`src/core/eifd_pkg.sv`:
```
package eifd_pkg;

    // ****************************************
    // Function codes
    // ****************************************
    localparam int FUNC_W = 5;
    localparam int FUNC_COUNT = 17;
    localparam logic [4:0] FN_NONE = 5'h00;
    localparam logic [4:0] FN_RUN_STOP = 5'h01;
    localparam logic [4:0] FN_HAND = 5'h02;
    localparam logic [4:0] FN_SEQ_LAUNCH = 5'h03;
    localparam logic [4:0] FN_INVERT = 5'h04;
    localparam logic [4:0] FN_FULL_AT = 5'h05;
    localparam logic [4:0] FN_PART_AT = 5'h06;
    localparam logic [4:0] FN_EDIT_LOCK = 5'h07;
    localparam logic [4:0] FN_REMOTE_GATE = 5'h08;
    localparam logic [4:0] FN_ALARM_CLR = 5'h09;
    localparam logic [4:0] FN_SP_BIT0 = 5'h0A;
    localparam logic [4:0] FN_SP_BIT1 = 5'h0B;
    localparam logic [4:0] FN_SP_BIT2 = 5'h0C;
    localparam logic [4:0] FN_STOP_RUN = 5'h0D;
    localparam logic [4:0] FN_ADAPT = 5'h0E;
    localparam logic [4:0] FN_FILTER = 5'h0F;
    localparam logic [4:0] FN_COOLANT = 5'h10;

    // ****************************************
    // Register map
    // ****************************************
    localparam int ADDR_W = 8;
    localparam int DATA_W = 32;
    localparam logic [7:0] ADDR_ASSIGN0 = 8'h00;
    localparam logic [7:0] ADDR_ASSIGN3 = 8'h0C;
    localparam logic [7:0] ADDR_CTRL = 8'h10;
    localparam logic [7:0] ADDR_KEY = 8'h14;
    localparam logic [7:0] ADDR_STATUS = 8'h18;
    localparam logic [7:0] ADDR_SP_BASE = 8'h20;
    localparam logic [7:0] ADDR_SP_LAST = 8'h3C;

    // Control register fields
    localparam int CTRL_PATTERN_ON = 0;
    localparam int CTRL_HEAT_COOL = 1;
    localparam int CTRL_COMMS = 2;
    localparam int CTRL_WORK_BIT = 3;
    localparam int CTRL_CABLE_ONLY = 4;
    localparam int CTRL_SP_COUNT_OFF = 5;
    localparam int CTRL_KEY_SEL_LO = 8;
    localparam int CTRL_W = 11;
    localparam logic [10:0] CTRL_RESET = 11'h024;

    // Status register fields
    localparam int STAT_FILT_LO = 0;
    localparam int STAT_SP_LO = 8;
    localparam int STAT_RUN = 12;
    localparam int STAT_KEY_SEL_OK = 13;
    localparam int STAT_REMOTE_OK = 14;
    localparam int STAT_PRIMED = 15;

    // ****************************************
    // Set points and timing
    // ****************************************
    localparam int SP_COUNT = 8;
    localparam int SP_IDX_W = 3;
    localparam int SP_W = 16;
    localparam int CLK_MHZ = 250;
    localparam int TICK_US = 1000;
    localparam int TICK_CYCLES = TICK_US * CLK_MHZ;
    localparam int FILTER_MS = 50;
    localparam int FILTER_TICKS = (FILTER_MS * 1000) / TICK_US;
    localparam int FILT_CNT_W = 8;
    localparam int TICK_CNT_W = 20;

endpackage

```
`src/core/eifd_core.sv`:
```
// Implementation choices: the strobed register port and the register addresses.
`timescale 1ns/10ps
`default_nettype none
module eifd_core
    import eifd_pkg::*;
#(
    parameter int NUM_EV = 4,
    parameter int TICK_LEN = TICK_CYCLES,
    parameter int FILT_LEN = FILTER_TICKS
) (
    input wire logic clk,
    input wire logic reset,
    input wire logic [NUM_EV-1:0] eventIn,
    input wire logic [ADDR_W-1:0] addr,
    input wire logic [DATA_W-1:0] wrData,
    input wire logic wrStrobe,
    input wire logic rdStrobe,
    output logic [DATA_W-1:0] rdData,
    output logic [FUNC_COUNT-1:0] cmdPulse,
    output logic [FUNC_COUNT-1:0] cmdLevel,
    output logic runControl,
    output logic seqStartPulse,
    output logic seqResetPulse,
    output logic progEndClear,
    output logic [SP_IDX_W-1:0] activeSpIndex,
    output logic [SP_W-1:0] activeSpValue
);

    typedef struct packed {
        logic [TICK_CNT_W-1:0] tickCnt;
        logic [NUM_EV-1:0][FILT_CNT_W-1:0] filtCnt;
        logic [NUM_EV-1:0] filt;
        logic [NUM_EV-1:0] prevFilt;
        logic [NUM_EV-1:0][FUNC_W-1:0] assign_;
        logic [CTRL_W-1:0] ctrl;
        logic [FILT_CNT_W-1:0] settleCnt;
        logic primed;
        logic runActive;
        logic [SP_IDX_W-1:0] spBits;
        logic [FUNC_COUNT-1:0] pulse;
        logic [FUNC_COUNT-1:0] level;
        logic seqStart;
        logic seqReset;
        logic rdSpSel;
        logic [DATA_W-1:0] rdData;
    } eifd_state_t;

    eifd_state_t state_reg;
    eifd_state_t state_next;

    // ****************************************
    // Helpers
    // ****************************************
    function automatic logic isEdgeFunc(input logic [FUNC_W-1:0] code);
        unique case (code)
            FN_HAND, FN_SEQ_LAUNCH, FN_INVERT,
            FN_EDIT_LOCK, FN_REMOTE_GATE: isEdgeFunc = 1'b0;
            FN_NONE: isEdgeFunc = 1'b0;
            default: isEdgeFunc = (code < FUNC_COUNT[FUNC_W-1:0]);
        endcase
    endfunction

    function automatic logic isAssigned(
        input logic [NUM_EV-1:0][FUNC_W-1:0] table_,
        input logic [FUNC_W-1:0] code);
        isAssigned = 1'b0;
        for (int i = 0; i < NUM_EV; i++) begin
            if (table_[i] == code) begin
                isAssigned = 1'b1;
            end
        end
    endfunction

    function automatic logic isRegAddr(input logic [ADDR_W-1:0] a);
        isRegAddr = (a[1:0] == 2'h0);
    endfunction

    // ****************************************
    // Combinational next state
    // ****************************************
    logic [NUM_EV-1:0] rawIn;
    logic [FUNC_COUNT-1:0] fnLevel;
    logic [FUNC_COUNT-1:0] fnChange;
    logic [FUNC_COUNT-1:0] keyPulse;
    logic tick;
    logic powerUpEdge;
    logic spAnyAssigned;
    logic keySelOk;
    logic [SP_IDX_W-1:0] spIndex;
    logic spWrite;
    logic [SP_IDX_W-1:0] spWrAddr;
    logic [SP_IDX_W-1:0] spRdAddr;
    logic [SP_W-1:0] spBusData;
    logic [SP_W-1:0] spActiveData;
    logic [FUNC_W-1:0] newCode;
    logic [FUNC_W-1:0] keyCode;
    logic [DATA_W-1:0] statusWord;

    always_comb begin
        state_next = state_reg;
        newCode = wrData[FUNC_W-1:0];
        keyCode = wrData[FUNC_W-1:0];
        keyPulse = '0;
        fnLevel = '0;
        fnChange = '0;
        statusWord = '0;
        spWrite = 1'b0;
        spWrAddr = addr[SP_IDX_W+1:2];
        spRdAddr = addr[SP_IDX_W+1:2];

        // Cable-only power reads every input as OFF
        rawIn = state_reg.ctrl[CTRL_CABLE_ONLY] ? '0 : eventIn;

        // 1 ms sample tick
        tick = (state_reg.tickCnt == TICK_CNT_W'(TICK_LEN - 1));
        state_next.tickCnt = tick ? '0 : state_reg.tickCnt + 1'b1;

        // Per-input change filter
        for (int i = 0; i < NUM_EV; i++) begin
            if (tick) begin
                if (rawIn[i] == state_reg.filt[i]) begin
                    state_next.filtCnt[i] = '0;
                end else if (state_reg.filtCnt[i] ==
                             FILT_CNT_W'(FILT_LEN - 1)) begin
                    state_next.filt[i] = rawIn[i];
                    state_next.filtCnt[i] = '0;
                end else begin
                    state_next.filtCnt[i] = state_reg.filtCnt[i] + 1'b1;
                end
            end
        end
        state_next.prevFilt = state_reg.filt;

        // Power-up edge once the first filter window has passed
        powerUpEdge = 1'b0;
        if (!state_reg.primed && tick) begin
            if (state_reg.settleCnt == FILT_CNT_W'(FILT_LEN)) begin
                state_next.primed = 1'b1;
                powerUpEdge = 1'b1;
            end else begin
                state_next.settleCnt = state_reg.settleCnt + 1'b1;
            end
        end

        // Gather levels and changes per function
        for (int i = 0; i < NUM_EV; i++) begin
            for (int f = 1; f < FUNC_COUNT; f++) begin
                if (state_reg.assign_[i] == FUNC_W'(f)) begin
                    fnLevel[f] = fnLevel[f] | state_reg.filt[i];
                    fnChange[f] = fnChange[f] |
                        (state_reg.filt[i] != state_reg.prevFilt[i]);
                end
            end
        end

        // Function key requests
        if (wrStrobe && addr == ADDR_KEY && keyCode < FUNC_W'(FUNC_COUNT)
            && !isAssigned(state_reg.assign_, keyCode)) begin
            keyPulse[keyCode] = 1'b1;
        end

        // Edge functions: pulses only on change, key request or power-up
        for (int f = 0; f < FUNC_COUNT; f++) begin
            state_next.pulse[f] = 1'b0;
            state_next.level[f] = 1'b0;
            if (isEdgeFunc(FUNC_W'(f))) begin
                state_next.pulse[f] = fnChange[f] | keyPulse[f] |
                    (powerUpEdge & isAssigned(state_reg.assign_,
                                              FUNC_W'(f)));
                state_next.level[f] = fnLevel[f];
            end else begin
                state_next.level[f] = fnLevel[f];
            end
        end
        if (state_reg.ctrl[CTRL_HEAT_COOL]) begin
            state_next.pulse[FN_PART_AT] = 1'b0;
        end
        if (!state_reg.ctrl[CTRL_PATTERN_ON]) begin
            state_next.level[FN_SEQ_LAUNCH] = 1'b0;
        end

        // Run state: OFF runs for run/stop, reversed for stop/run
        if (state_next.pulse[FN_RUN_STOP]) begin
            state_next.runActive = fnChange[FN_RUN_STOP] | powerUpEdge ?
                !fnLevel[FN_RUN_STOP] : !state_reg.runActive;
        end
        if (state_next.pulse[FN_STOP_RUN]) begin
            state_next.runActive = fnChange[FN_STOP_RUN] | powerUpEdge ?
                fnLevel[FN_STOP_RUN] : !state_reg.runActive;
        end

        // Sequence launch: start on ON, reset and stop on OFF
        state_next.seqStart = 1'b0;
        state_next.seqReset = 1'b0;
        if (state_reg.ctrl[CTRL_PATTERN_ON] && fnChange[FN_SEQ_LAUNCH]) begin
            if (fnLevel[FN_SEQ_LAUNCH]) begin
                state_next.seqStart = 1'b1;
            end else begin
                state_next.seqReset = 1'b1;
                state_next.runActive = 1'b0;
            end
        end

        // Set point select bits follow their edges
        if (state_next.pulse[FN_SP_BIT0]) begin
            state_next.spBits[0] = fnLevel[FN_SP_BIT0];
        end
        if (state_next.pulse[FN_SP_BIT1]) begin
            state_next.spBits[1] = fnLevel[FN_SP_BIT1];
        end
        if (state_next.pulse[FN_SP_BIT2]) begin
            state_next.spBits[2] = fnLevel[FN_SP_BIT2];
        end
        for (int b = 0; b < SP_IDX_W; b++) begin
            if (!isAssigned(state_reg.assign_,
                            FUNC_W'(int'(FN_SP_BIT0) + b))) begin
                state_next.spBits[b] = 1'b0;
            end
        end

        // Register writes
        if (wrStrobe && isRegAddr(addr)) begin
            if (addr <= ADDR_ASSIGN3 && int'(addr[3:2]) < NUM_EV) begin
                if (newCode >= FUNC_W'(FUNC_COUNT)) begin
                    newCode = FN_NONE;
                end
                if (newCode == FN_REMOTE_GATE &&
                    (!state_reg.ctrl[CTRL_COMMS] ||
                     state_reg.ctrl[CTRL_WORK_BIT])) begin
                    newCode = FN_NONE;
                end
                state_next.assign_[addr[3:2]] = newCode;
            end else if (addr == ADDR_CTRL) begin
                state_next.ctrl = wrData[CTRL_W-1:0];
            end else if (addr >= ADDR_SP_BASE && addr <= ADDR_SP_LAST) begin
                spWrite = 1'b1;
            end
        end

        // Register reads, one cycle later
        state_next.rdSpSel = 1'b0;
        state_next.rdData = '0;
        statusWord[STAT_FILT_LO +: NUM_EV] = state_reg.filt;
        statusWord[STAT_SP_LO +: SP_IDX_W] = spIndex;
        statusWord[STAT_RUN] = state_reg.runActive;
        statusWord[STAT_KEY_SEL_OK] = keySelOk;
        statusWord[STAT_REMOTE_OK] = state_reg.level[FN_REMOTE_GATE];
        statusWord[STAT_PRIMED] = state_reg.primed;
        if (rdStrobe && isRegAddr(addr)) begin
            if (addr <= ADDR_ASSIGN3 && int'(addr[3:2]) < NUM_EV) begin
                state_next.rdData[FUNC_W-1:0] = state_reg.assign_[addr[3:2]];
            end else if (addr == ADDR_CTRL) begin
                state_next.rdData[CTRL_W-1:0] = state_reg.ctrl;
            end else if (addr == ADDR_STATUS) begin
                state_next.rdData = statusWord;
            end else if (addr >= ADDR_SP_BASE && addr <= ADDR_SP_LAST) begin
                state_next.rdSpSel = 1'b1;
            end
        end
    end

    // ****************************************
    // Active set point choice
    // ****************************************
    assign spAnyAssigned = isAssigned(state_reg.assign_, FN_SP_BIT0) |
        isAssigned(state_reg.assign_, FN_SP_BIT1) |
        isAssigned(state_reg.assign_, FN_SP_BIT2);
    assign keySelOk = !state_reg.ctrl[CTRL_SP_COUNT_OFF] &&
        !spAnyAssigned;
    assign spIndex = keySelOk ?
        state_reg.ctrl[CTRL_KEY_SEL_LO +: SP_IDX_W] :
        state_reg.spBits;

    eifd_sp_mem #(
        .WIDTH(SP_W),
        .DEPTH(SP_COUNT),
        .AW(SP_IDX_W)
    ) u_sp_mem (
        .clk(clk),
        .reset(reset),
        .wrEn(spWrite),
        .wrAddr(spWrAddr),
        .wrData(wrData[SP_W-1:0]),
        .busAddr(spRdAddr),
        .busData(spBusData),
        .activeAddr(spIndex),
        .activeData(spActiveData)
    );

    // ****************************************
    // State register
    // ****************************************
    always_ff @(posedge clk) begin
        if (reset) begin
            state_reg <= '0;
            state_reg.ctrl <= CTRL_RESET;
            state_reg.runActive <= 1'b1;
        end else begin
            state_reg <= state_next;
        end
    end

    // ****************************************
    // Outputs
    // ****************************************
    assign rdData = state_reg.rdSpSel ?
        {{(DATA_W - SP_W){1'b0}}, spBusData} : state_reg.rdData;
    assign cmdPulse = state_reg.pulse;
    assign cmdLevel = state_reg.level;
    assign runControl = state_reg.runActive;
    assign seqStartPulse = state_reg.seqStart;
    assign seqResetPulse = state_reg.seqReset;
    assign progEndClear = state_reg.seqReset;
    assign activeSpIndex = spIndex;
    assign activeSpValue = spActiveData;
endmodule // eifd_core
`default_nettype wire

```
`src/core/eifd_sp_mem.sv`:
```
`timescale 1ns/10ps
`default_nettype none
module eifd_sp_mem
    import eifd_pkg::*;
#(
    parameter int WIDTH = 16,
    parameter int DEPTH = 8,
    parameter int AW = 3
) (
    input wire logic clk,
    input wire logic reset,
    input wire logic wrEn,
    input wire logic [AW-1:0] wrAddr,
    input wire logic [WIDTH-1:0] wrData,
    input wire logic [AW-1:0] busAddr,
    output logic [WIDTH-1:0] busData,
    input wire logic [AW-1:0] activeAddr,
    output logic [WIDTH-1:0] activeData
);

    typedef struct packed {
        logic [DEPTH-1:0][WIDTH-1:0] words;
        logic [WIDTH-1:0] busData;
        logic [WIDTH-1:0] activeData;
    } eifd_mem_t;

    eifd_mem_t state_reg;
    eifd_mem_t state_next;

    // ****************************************
    // Storage with registered read ports
    // ****************************************
    always_comb begin
        state_next = state_reg;
        if (wrEn) begin
            state_next.words[wrAddr] = wrData;
        end
        state_next.busData = state_reg.words[busAddr];
        state_next.activeData = state_reg.words[activeAddr];
    end

    always_ff @(posedge clk) begin
        if (reset) begin
            state_reg <= '0;
        end else begin
            state_reg <= state_next;
        end
    end

    assign busData = state_reg.busData;
    assign activeData = state_reg.activeData;
endmodule // eifd_sp_mem
`default_nettype wire

```
`config.mk`:
```
export PLATFORM = sky130hd
export DESIGN_NAME = eifd_core
export DESIGN_NICKNAME = d
export VERILOG_FILES = /design/src/core/eifd_pkg.sv /design/src/core/eifd_core.sv /design/src/core/eifd_sp_mem.sv
export SDC_FILE = /design/constraint.sdc
export NUM_CORES = 1
export LEC_CHECK = 0
export BUFFER_PORTS_ARGS = -buffer_cell sky130_fd_sc_hd__buf_2
export CORE_MARGIN = 4
export CORE_UTILIZATION = 50
export CTS_CLUSTER_DIAMETER = 30
export DETAILED_ROUTE_END_ITERATION = 6
export GPL_TIMING_DRIVEN = 0
export PLACE_DENSITY = 0.69
export SLEW_MARGIN = 20
export SYNTH_ARGS = -nofsm -noshare
export SYNTH_HDL_FRONTEND = slang
export SYNTH_HIERARCHICAL = 1
export SYNTH_SLANG_ARGS = --single-unit
```
`constraint.sdc`:
```
create_clock -name clk -period 3.5 [get_ports clk]
set_input_delay 0.7 -clock clk [delete_from_list [all_inputs] [get_ports clk]]
set_output_delay 0.7 -clock clk [all_outputs]
set_load 0.03 [all_outputs]
```
# Word level (Yosys, flattened, before mapping)
# Cells that the tools add are included.
# totals
register_bits	333
wordCells	533
# classes
bitwise	134
addsub	6
muxes	209
reduce_logical	42
n_eq_ne	86
order_cmp	12
# op_table
op	count
1-bit 2-to-1 mux	175
5-bit by 4-bit equality test with 1-bit output (second input constant)	33
128-bit bitwise mux	1
1-bit bitwise OR	110
16-bit binary-select mux with 3-bit select	2
5-bit by 3-bit equality test with 1-bit output (second input constant)	16
16-bit 2-to-1 mux	4
8-bit 2-to-1 mux	8
16-bit demux with 3-bit select	1
5-bit 2-to-1 mux	9
8-bit by 1-bit adder with 8-bit output (second input constant)	5
5-bit by 2-bit equality test with 1-bit output (second input constant)	8
8-bit by 6-bit equality test with 1-bit output (second input constant)	5
32-bit 2-to-1 mux	1
8-bit by 5-bit equality test with 1-bit output (second input constant)	3
20-bit by 1-bit adder with 20-bit output (second input constant)	1
20-bit bitwise mux	1
20-bit by 18-bit equality test with 1-bit output (second input constant)	1
5-bit by 1-bit equality test with 1-bit output (second input constant)	4
5-bit equality test	4
5-bit equality test (second input constant)	4
17-bit 2-to-1 mux	1
2-bit OR reduction	8
3-bit AND reduction	5
29 further kinds	79

# Logic depth before layout (Yosys ltp)
# Gate-level depths: netlist of the first run.
# logic_depth
word_depth	14
mapped_depth	13
mapped_depth_nobuf	9

# Cells and area by module
# Netlist of the first run, hierarchy kept.
# modules_own_cells
module	cells_each	area_per_inst_um2	seq_area_each_um2	n_inst
eifd_core	1002	8435.6	2982.9	1
eifd_sp_mem	805	7724.9	3203.1	1

# Worst setup path after synthesis of the first run
# Ideal clock, no wire load.
# synth_path
kind	register -> register
startpoint	register state_reg[98] (netlist name)
endpoint	register u_sp_mem.state_reg, in the netlist u_sp_mem/activeData[7]
t_required_ns	3.372
slack_ns	0.406
synth_period_minus_slack_ns	3.094
setup_ns	0.128
t_arrival_ns	2.967
n_path_buf	3
stages_incl_launch_ff	11
path_cell_list	dfxtp_1 clkbuf_1 nor3_1 a2111oi_0 nand4b_1 mux2_2 buf_2 buf_6 mux4_2 mux2i_1 nor2_1
# synth_rtl
element	line	source
end signal: assignment	eifd_sp_mem.sv:46	state_reg <= state_next;
end: declaration	eifd_sp_mem.sv:27	eifd_mem_t state_reg;

==> results of run 1 <==
==> through the flow <==
stage                     TNS [ns]  hold slack, ns  setup slack [ns]  util, %
after CTS                        0           0.390          0.000334     61.5
after detailed placement    -10.56           0.440            -0.744     54.2
after floorplan                  0           0.418             0.406        -
final                            0           0.398           0.00558     61.7
after global placement      -17.12           0.431             -1.07     54.2
after global routing      -0.00739           0.406          -0.00739     61.7
==> how the worst max path moves through the flow <==
stage	from	endpoint	slack, ns	cells past startpoint
after floorplan	state_reg[98]	u_sp_mem/activeData[7]	0.41	10
after global placement	state_reg[96]	u_sp_mem/activeData[2]	-1.07	12
after detailed placement	state_reg[100]	u_sp_mem/activeData[2]	-0.74	12
after CTS	state_reg[110]	u_sp_mem/activeData[2]	0.0003	12
after global routing	state_reg[110]	activeSpIndex[1]	-0.007	7
final	state_reg[111]	activeSpIndex[1]	0.006	7
==> routing by layer <==
layer,wire length [µm],share of wire [%],up-vias
li1,-,-,6595
met1,22000,41,7012
met2,24300,45,885
met3,4830,9.0,170
met4,2530,4.7,0
met5,0,0,-
==> area by class of cell <==
cell class	count	area [µm²]	area share [%]
buffer	217	1480	7.57
clock buffer	83	1860	9.50
clock inverter	35	417	2.13
inverter	11	41.3	0.211
multi-input combinational	1281	8590	43.9
sequential	309	6200	31.7
tap	402	503	2.57
timing repair buffer	93	475	2.43
==> critical path, delay by kind of cell (launching register included) <==
family | cells | cell delay, ns
compound gates | 1 | 0.16
simple gates | 3 | 1.00
buf+inv | 2 | 0.33
mux | 1 | 0.39
flops | 1 | 0.35
==> cells by family (layout without fill, tap and decap cells) <==
family          Yosys count  after routing  share of synthesized area [%]
simple gates            726            726                           21.3
other cells               1             23                         0.0232
compound gates          301            301                           11.0
fa+ha+maj                11             11                          0.852
mux                     162            162                           15.8
xor+xnor                 58             58                           3.14
buf+inv                 239            439                           9.60
flops                   309            309                           38.3
==> layout by cell type (no fill, tap or decap), drive strengths merged, types with 18 or more instances in the layout <==
cell	n
nor2b	18
nand3	33
conb	23
dfxtp	309
clkbuf	149
nor3	27
mux2i	72
mux2	21
xor2	30
and3	28
nand2	327
a21oi	158
and2	21
o21ai	53
nor2	170
xnor2	28
mux4	69
buf	243
==> synthesized netlist by cell type (18+ instances only) <==
cell type  count  area (µm²)
a21oi_1      158         791
and2_1        21         131
and3_1        28         175
buf_2         33         165
buf_4         94         706
buf_6         21         236
clkbuf_1      63         236
dfxtp_1      309        6190
mux2_2        18         203
mux2i_1       72         721
mux4_2        58        1310
nand2_1      327        1230
nand3_1       33         165
nor2_1       170         638
nor2b_1       18         113
nor3_1        26         130
o21ai_0       52         260
xnor2_1       28         245
xor2_1        30         263
==> power groups by stage <==
stage / registers, µW / logic (µW) / clock network [µW]
4_1_cts: 3540 / 366 / 6320
2_1_floorplan: 3600 / 254 / 0
5_1_grt: 3530 / 396 / 6540
6_report: 3540 / 376 / 6280
3_5_place_dp: 3600 / 365 / 0
3_3_place_gp: 3600 / 362 / 0
==> timing repair <==
action                                  4_1_cts  5_1_grt
endpoints found under the setup margin       19       19
resized for setup                            21       14
pin swaps                                     2        2
buffers inserted                              1        3
==> impl_metrics.env, run 1 <==
export IMPL_path_cells="nand2_1 > nor4_1 > a2111oi_4 > nand4b_1 > buf_4 > mux2_2 > buf_2"
export IMPL_cts_buffers=66
export IMPL_total_power_uw=10200
export IMPL_seq_area_frac_synth_pct=38.3
export IMPL_netlist_area_mm2=0.0162
export IMPL_critPathMaxFanout=6
export IMPL_initial_utilization_pct=51.0
export IMPL_clockRootBuffer="clkbuf_16"
export IMPL_grtUsageMet3_pct=5.14
export IMPL_p_comb_share_pct=3.7
export IMPL_synthFlopType="dfxtp_1"
export IMPL_layoutNonFillerInstCount=2431
export IMPL_drt_iter0_markers=1737
export IMPL_r2r_start="state_reg[111]"
export IMPL_arrival_ns=2.79
export IMPL_num_vias=14662
export IMPL_placed_area_mm2=0.0172
export IMPL_routed_wl_um=53700
export IMPL_rows=65
export IMPL_areaGrowthSynthToFinish_pct=21.0
export IMPL_fin_nets=2038
export IMPL_cellPowerDensity_mw_per_mm2=521
export IMPL_place_congestion=0.960
export IMPL_syn_area_per_cell_um2=8.94
export IMPL_worst_hold_path_endpoint="state_reg[87]"
export IMPL_die_area_mm2=0.0353
export IMPL_vias_per_cell=6.03
export IMPL_cp_slowest_cell="nor4_1"
export IMPL_syn_inst=1807
export IMPL_synth_edf_count=0
export IMPL_power_internal_uw=7870
export IMPL_post_route_period_util_pct=99.8
export IMPL_timing_rr_end="u_sp_mem/activeData[2]"
export IMPL_fin_skew_ns=0.0229
export IMPL_async_reset_ff_share_pct=0
export IMPL_grt_busiest_layer="met2"
export IMPL_min_period_ns=3.49
export IMPL_tightest_slew_ns=1.18
export IMPL_drt_first_pass_iters=6
export IMPL_overflow=0
export IMPL_vdd_drop_max_mv=0.339
export IMPL_ff2ff_setup_slack_ns=0.06
export IMPL_grtUsageTotal_pct=29.7
export IMPL_hold_viol=0
export IMPL_end_kind="output port"
export IMPL_min_from="wrData[5]"
export IMPL_ys_seq_elements=309
export IMPL_cts_sinks=309
export IMPL_wire_per_inst_um=22.1
export IMPL_antenna_found_initial=0
export IMPL_antenna_left=0
export IMPL_yosysWarnings=6
export IMPL_die_y_um=188
export IMPL_crit_path_start_kind="flip-flop"
export IMPL_ios=137
export IMPL_ff2ff_path_depth=12
export IMPL_grt_max_degree=14
export IMPL_holdPathStages=3
export IMPL_met1_usage_pct=39.1
export IMPL_p_leak_uw=0.00763
export IMPL_setup_viol=0
export IMPL_power_frac_seq_pct=34.7
export IMPL_finalInstanceArea_mm2=0.0196
export IMPL_grt_first_pass_wirelength_um=82600
export IMPL_min_path_type="input pin to flip-flop"
export IMPL_antenna_cells=0
export IMPL_max_cap_violations=0
export IMPL_cts_hold_buffers=0
export IMPL_cpPeakStageDelay_ns=0.58
export IMPL_core_mm2=0.0317
export IMPL_clk_pin_slew_worst_paths_ns=0.05
export IMPL_port_buffers=89
export IMPL_largest_reg_flops=128
export IMPL_clock_latency_ns=0.56
export IMPL_hpwl_um=38300
export IMPL_n_fill_cell=2674
export IMPL_p_switching_uw=2320
export IMPL_required_ns=2.80
export IMPL_p_clk_share_pct=61.6
export IMPL_drc=0
export IMPL_cts_path_max_buffers=3
export IMPL_slew_headroom_pct=20.9
export IMPL_drv_slew=0
export IMPL_swShare_pct=22.7
export IMPL_fmax_mhz=286
export IMPL_crit_type="flip-flop to output port"
export IMPL_place_inst=2320
export IMPL_layout_drive_gt1_share_pct=24.1
export IMPL_status="completed"
export IMPL_die_x_um=188
export IMPL_cts_tree="built"
export IMPL_yosysUniqueCellTypes=85
export IMPL_grt_pass1_vias=14486
export IMPL_htree_levels=3
export IMPL_grt_met2_usage_pct=47.5
Note: power is estimated with default switching activity, not from simulation.
==> run 2: changes to the inputs <==
SETUP_SLACK_MARGIN = 0.3   (was default)
==> impl_metrics.env, run 2 (synthesized netlist as in run 1, its figures left out) <==
export IMPL_ios=137
export IMPL_max_cap_violations=0
export IMPL_cts_path_max_buffers=3
export IMPL_required_ns=2.80
export IMPL_ff2ff_path_depth=11
export IMPL_post_route_period_util_pct=92.3
export IMPL_fmax_mhz=309
export IMPL_cts_hold_buffers=0
export IMPL_wire_per_inst_um=22.1
export IMPL_r2r_start="state_reg[104]"
export IMPL_cts_tree="built"
export IMPL_violations="design-rule violations"
export IMPL_cpPeakStageDelay_ns=0.42
export IMPL_min_period_ns=3.23
export IMPL_hpwl_um=38300
export IMPL_clk_pin_slew_worst_paths_ns=0.05
export IMPL_endpoint="activeSpIndex[2]"
export IMPL_setup_viol=0
export IMPL_cellPowerDensity_mw_per_mm2=511
export IMPL_grt_max_degree=14
export IMPL_dr_wl_met2_um=24700
export IMPL_grt_first_pass_wirelength_um=83300
export IMPL_cts_sinks=309
export IMPL_clock_latency_ns=0.56
export IMPL_path_cells="buf_8 > or3b_4 > o21ai_2 > a211oi_2 > buf_4 > nand4b_1 > buf_6 > mux2_4 > buf_6"
export IMPL_vias_per_cell=6.04
export IMPL_power_internal_uw=7870
export IMPL_crit_type="flip-flop to output port"
export IMPL_timing_rr_end="u_sp_mem/activeData[9]"
export IMPL_end_kind="output port"
export IMPL_rows=65
export IMPL_clockRootBuffer="clkbuf_16"
export IMPL_largest_reg_flops=128
export IMPL_rsz0062_at_grt="yes"
export IMPL_hold_viol=0
export IMPL_cp_slowest_cell="or3b_4"
export IMPL_swShare_pct=22.8
export IMPL_place_congestion=0.960
export IMPL_p_leak_uw=0.00781
export IMPL_fin_nets=2063
export IMPL_fin_util_pct=62.9
export IMPL_antenna_left=0
export IMPL_grtUsageTotal_pct=29.9
export IMPL_slew_headroom_pct=18.0
export IMPL_status="complete, but fails checks"
export IMPL_core_mm2=0.0317
export IMPL_die_area_mm2=0.0353
export IMPL_antenna_found_initial=0
export IMPL_met1_length_um=21700
export IMPL_drt_first_pass_iters=7
export IMPL_dr_max_layer_used="met4"
export IMPL_drv_slew=0
export IMPL_vdd_drop_max_mv=0.339
export IMPL_initial_utilization_pct=51.0
export IMPL_grt_pass1_vias=14616
export IMPL_mostFrequentLayoutCells="325 x nand2_1, 307 x dfxtp_1, 169 x nor2_1"
export IMPL_p_clk_share_pct=61.6
export IMPL_overflow=0
export IMPL_crit_path_start_kind="flip-flop"
export IMPL_path_common_cell="buf_6"
export IMPL_cp_startpoint="state_reg[98]"
export IMPL_areaGrowthSynthToFinish_pct=23.4
export IMPL_drt_iter0_markers=1622
export IMPL_dp_slack_ns=-0.744
export IMPL_num_vias=14843
export IMPL_fin_skew_ns=0.0195
export IMPL_htree_levels=3
export IMPL_tightest_slew_ns=1.22
export IMPL_p_comb_share_pct=3.7
export IMPL_critPathMaxFanout=6
export IMPL_cts_buffers=66
export IMPL_power_frac_seq_pct=34.7
export IMPL_die_y_um=188
export IMPL_routed_wl_um=54400
export IMPL_die_x_um=188
export IMPL_port_buffers=89
export IMPL_layout_drive_gt1_share_pct=25.3
export IMPL_layout_commonest_cell="nand2_1"
export IMPL_arrival_ns=2.53
export IMPL_min_path_type="input pin to flip-flop"
export IMPL_antenna_cells=0
export IMPL_setup_slack_ns=0.268
export IMPL_p_switching_uw=2320
export IMPL_ff2ff_setup_slack_ns=0.37
export IMPL_wl_met3_um=5360
export IMPL_drc=1
[run 2: cell types whose count changed in the layout (fill, tap and decap cells not counted), sizes merged]
cell	before	now
buf	243	261
clkbuf	149	156
[run 2: power groups by stage]
stage	Clock, µW	Sequential, µW	Combinational [µW]
floorplan	0	3600	254
global placement	0	3600	362
detailed placement	0	3600	365
CTS	6320	3540	367
global route	6550	3530	397
finish	6280	3540	377
[run 2: worst min path at each step]
stage,endpoint,from,cells after the start
5_1_grt,state_reg[87],wrData[5],3
2_1_floorplan,state_reg[153],state_reg[153],1
3_5_place_dp,state_reg[153],state_reg[153],1
6_report,state_reg[87],wrData[5],3
3_3_place_gp,state_reg[153],state_reg[153],1
4_1_cts,state_reg[89],wrData[7],3
[run 2: critical path: cells and delay by family (launching register included)]
family	cells	cell delay [ns]
AO/OA/AOI/OAI	2	0.22
buffers and inverters	4	0.58
multiplexers	1	0.34
flip-flops	1	0.32
AND/OR/NAND/NOR	2	0.53
[run 2: metal layers]
layer,up-vias,GRT usage [%]
met3,187,5.38
met4,0,14.0
li1,6650,-
met5,-,0
met1,7083,39.3
met2,923,48.1
[run 2: what timing repair did]
| action | CTS | global route |
|---|---|---|
| buffers inserted | 13 | 5 |
| setup endpoints to repair | 28 | 22 |
| resized for setup | 81 | 23 |
| pin swaps | 6 | 2 |
[run 2: per-stage QoR]
stage / cells / hold WS, ns / total power, µW / cell area [µm²] / setup TNS [ns]
floorplan: 1829 / 0.418 / 3860 / 16200 / 0
global placement: 2320 / 0.431 / 3970 / 17200 / -17.12
detailed placement: 2320 / 0.440 / 3970 / 17200 / -10.56
CTS: 2451 / 0.390 / 10200 / 19800 / 0
global route: 2456 / 0.402 / 10500 / 19900 / 0
finish: 2456 / 0.397 / 10200 / 19900 / 0
[run 2: layout make-up]
type                    instances  area [µm²]
inverters                      11        41.3
repair buffers                107         616
fillers                      2628       11800
well taps                     402         503
multi-input cells            1281        8660
clock inverters                35         417
plain buffers                 228        1650
clock buffers                  83        1860
flip-flops and latches        309        6190
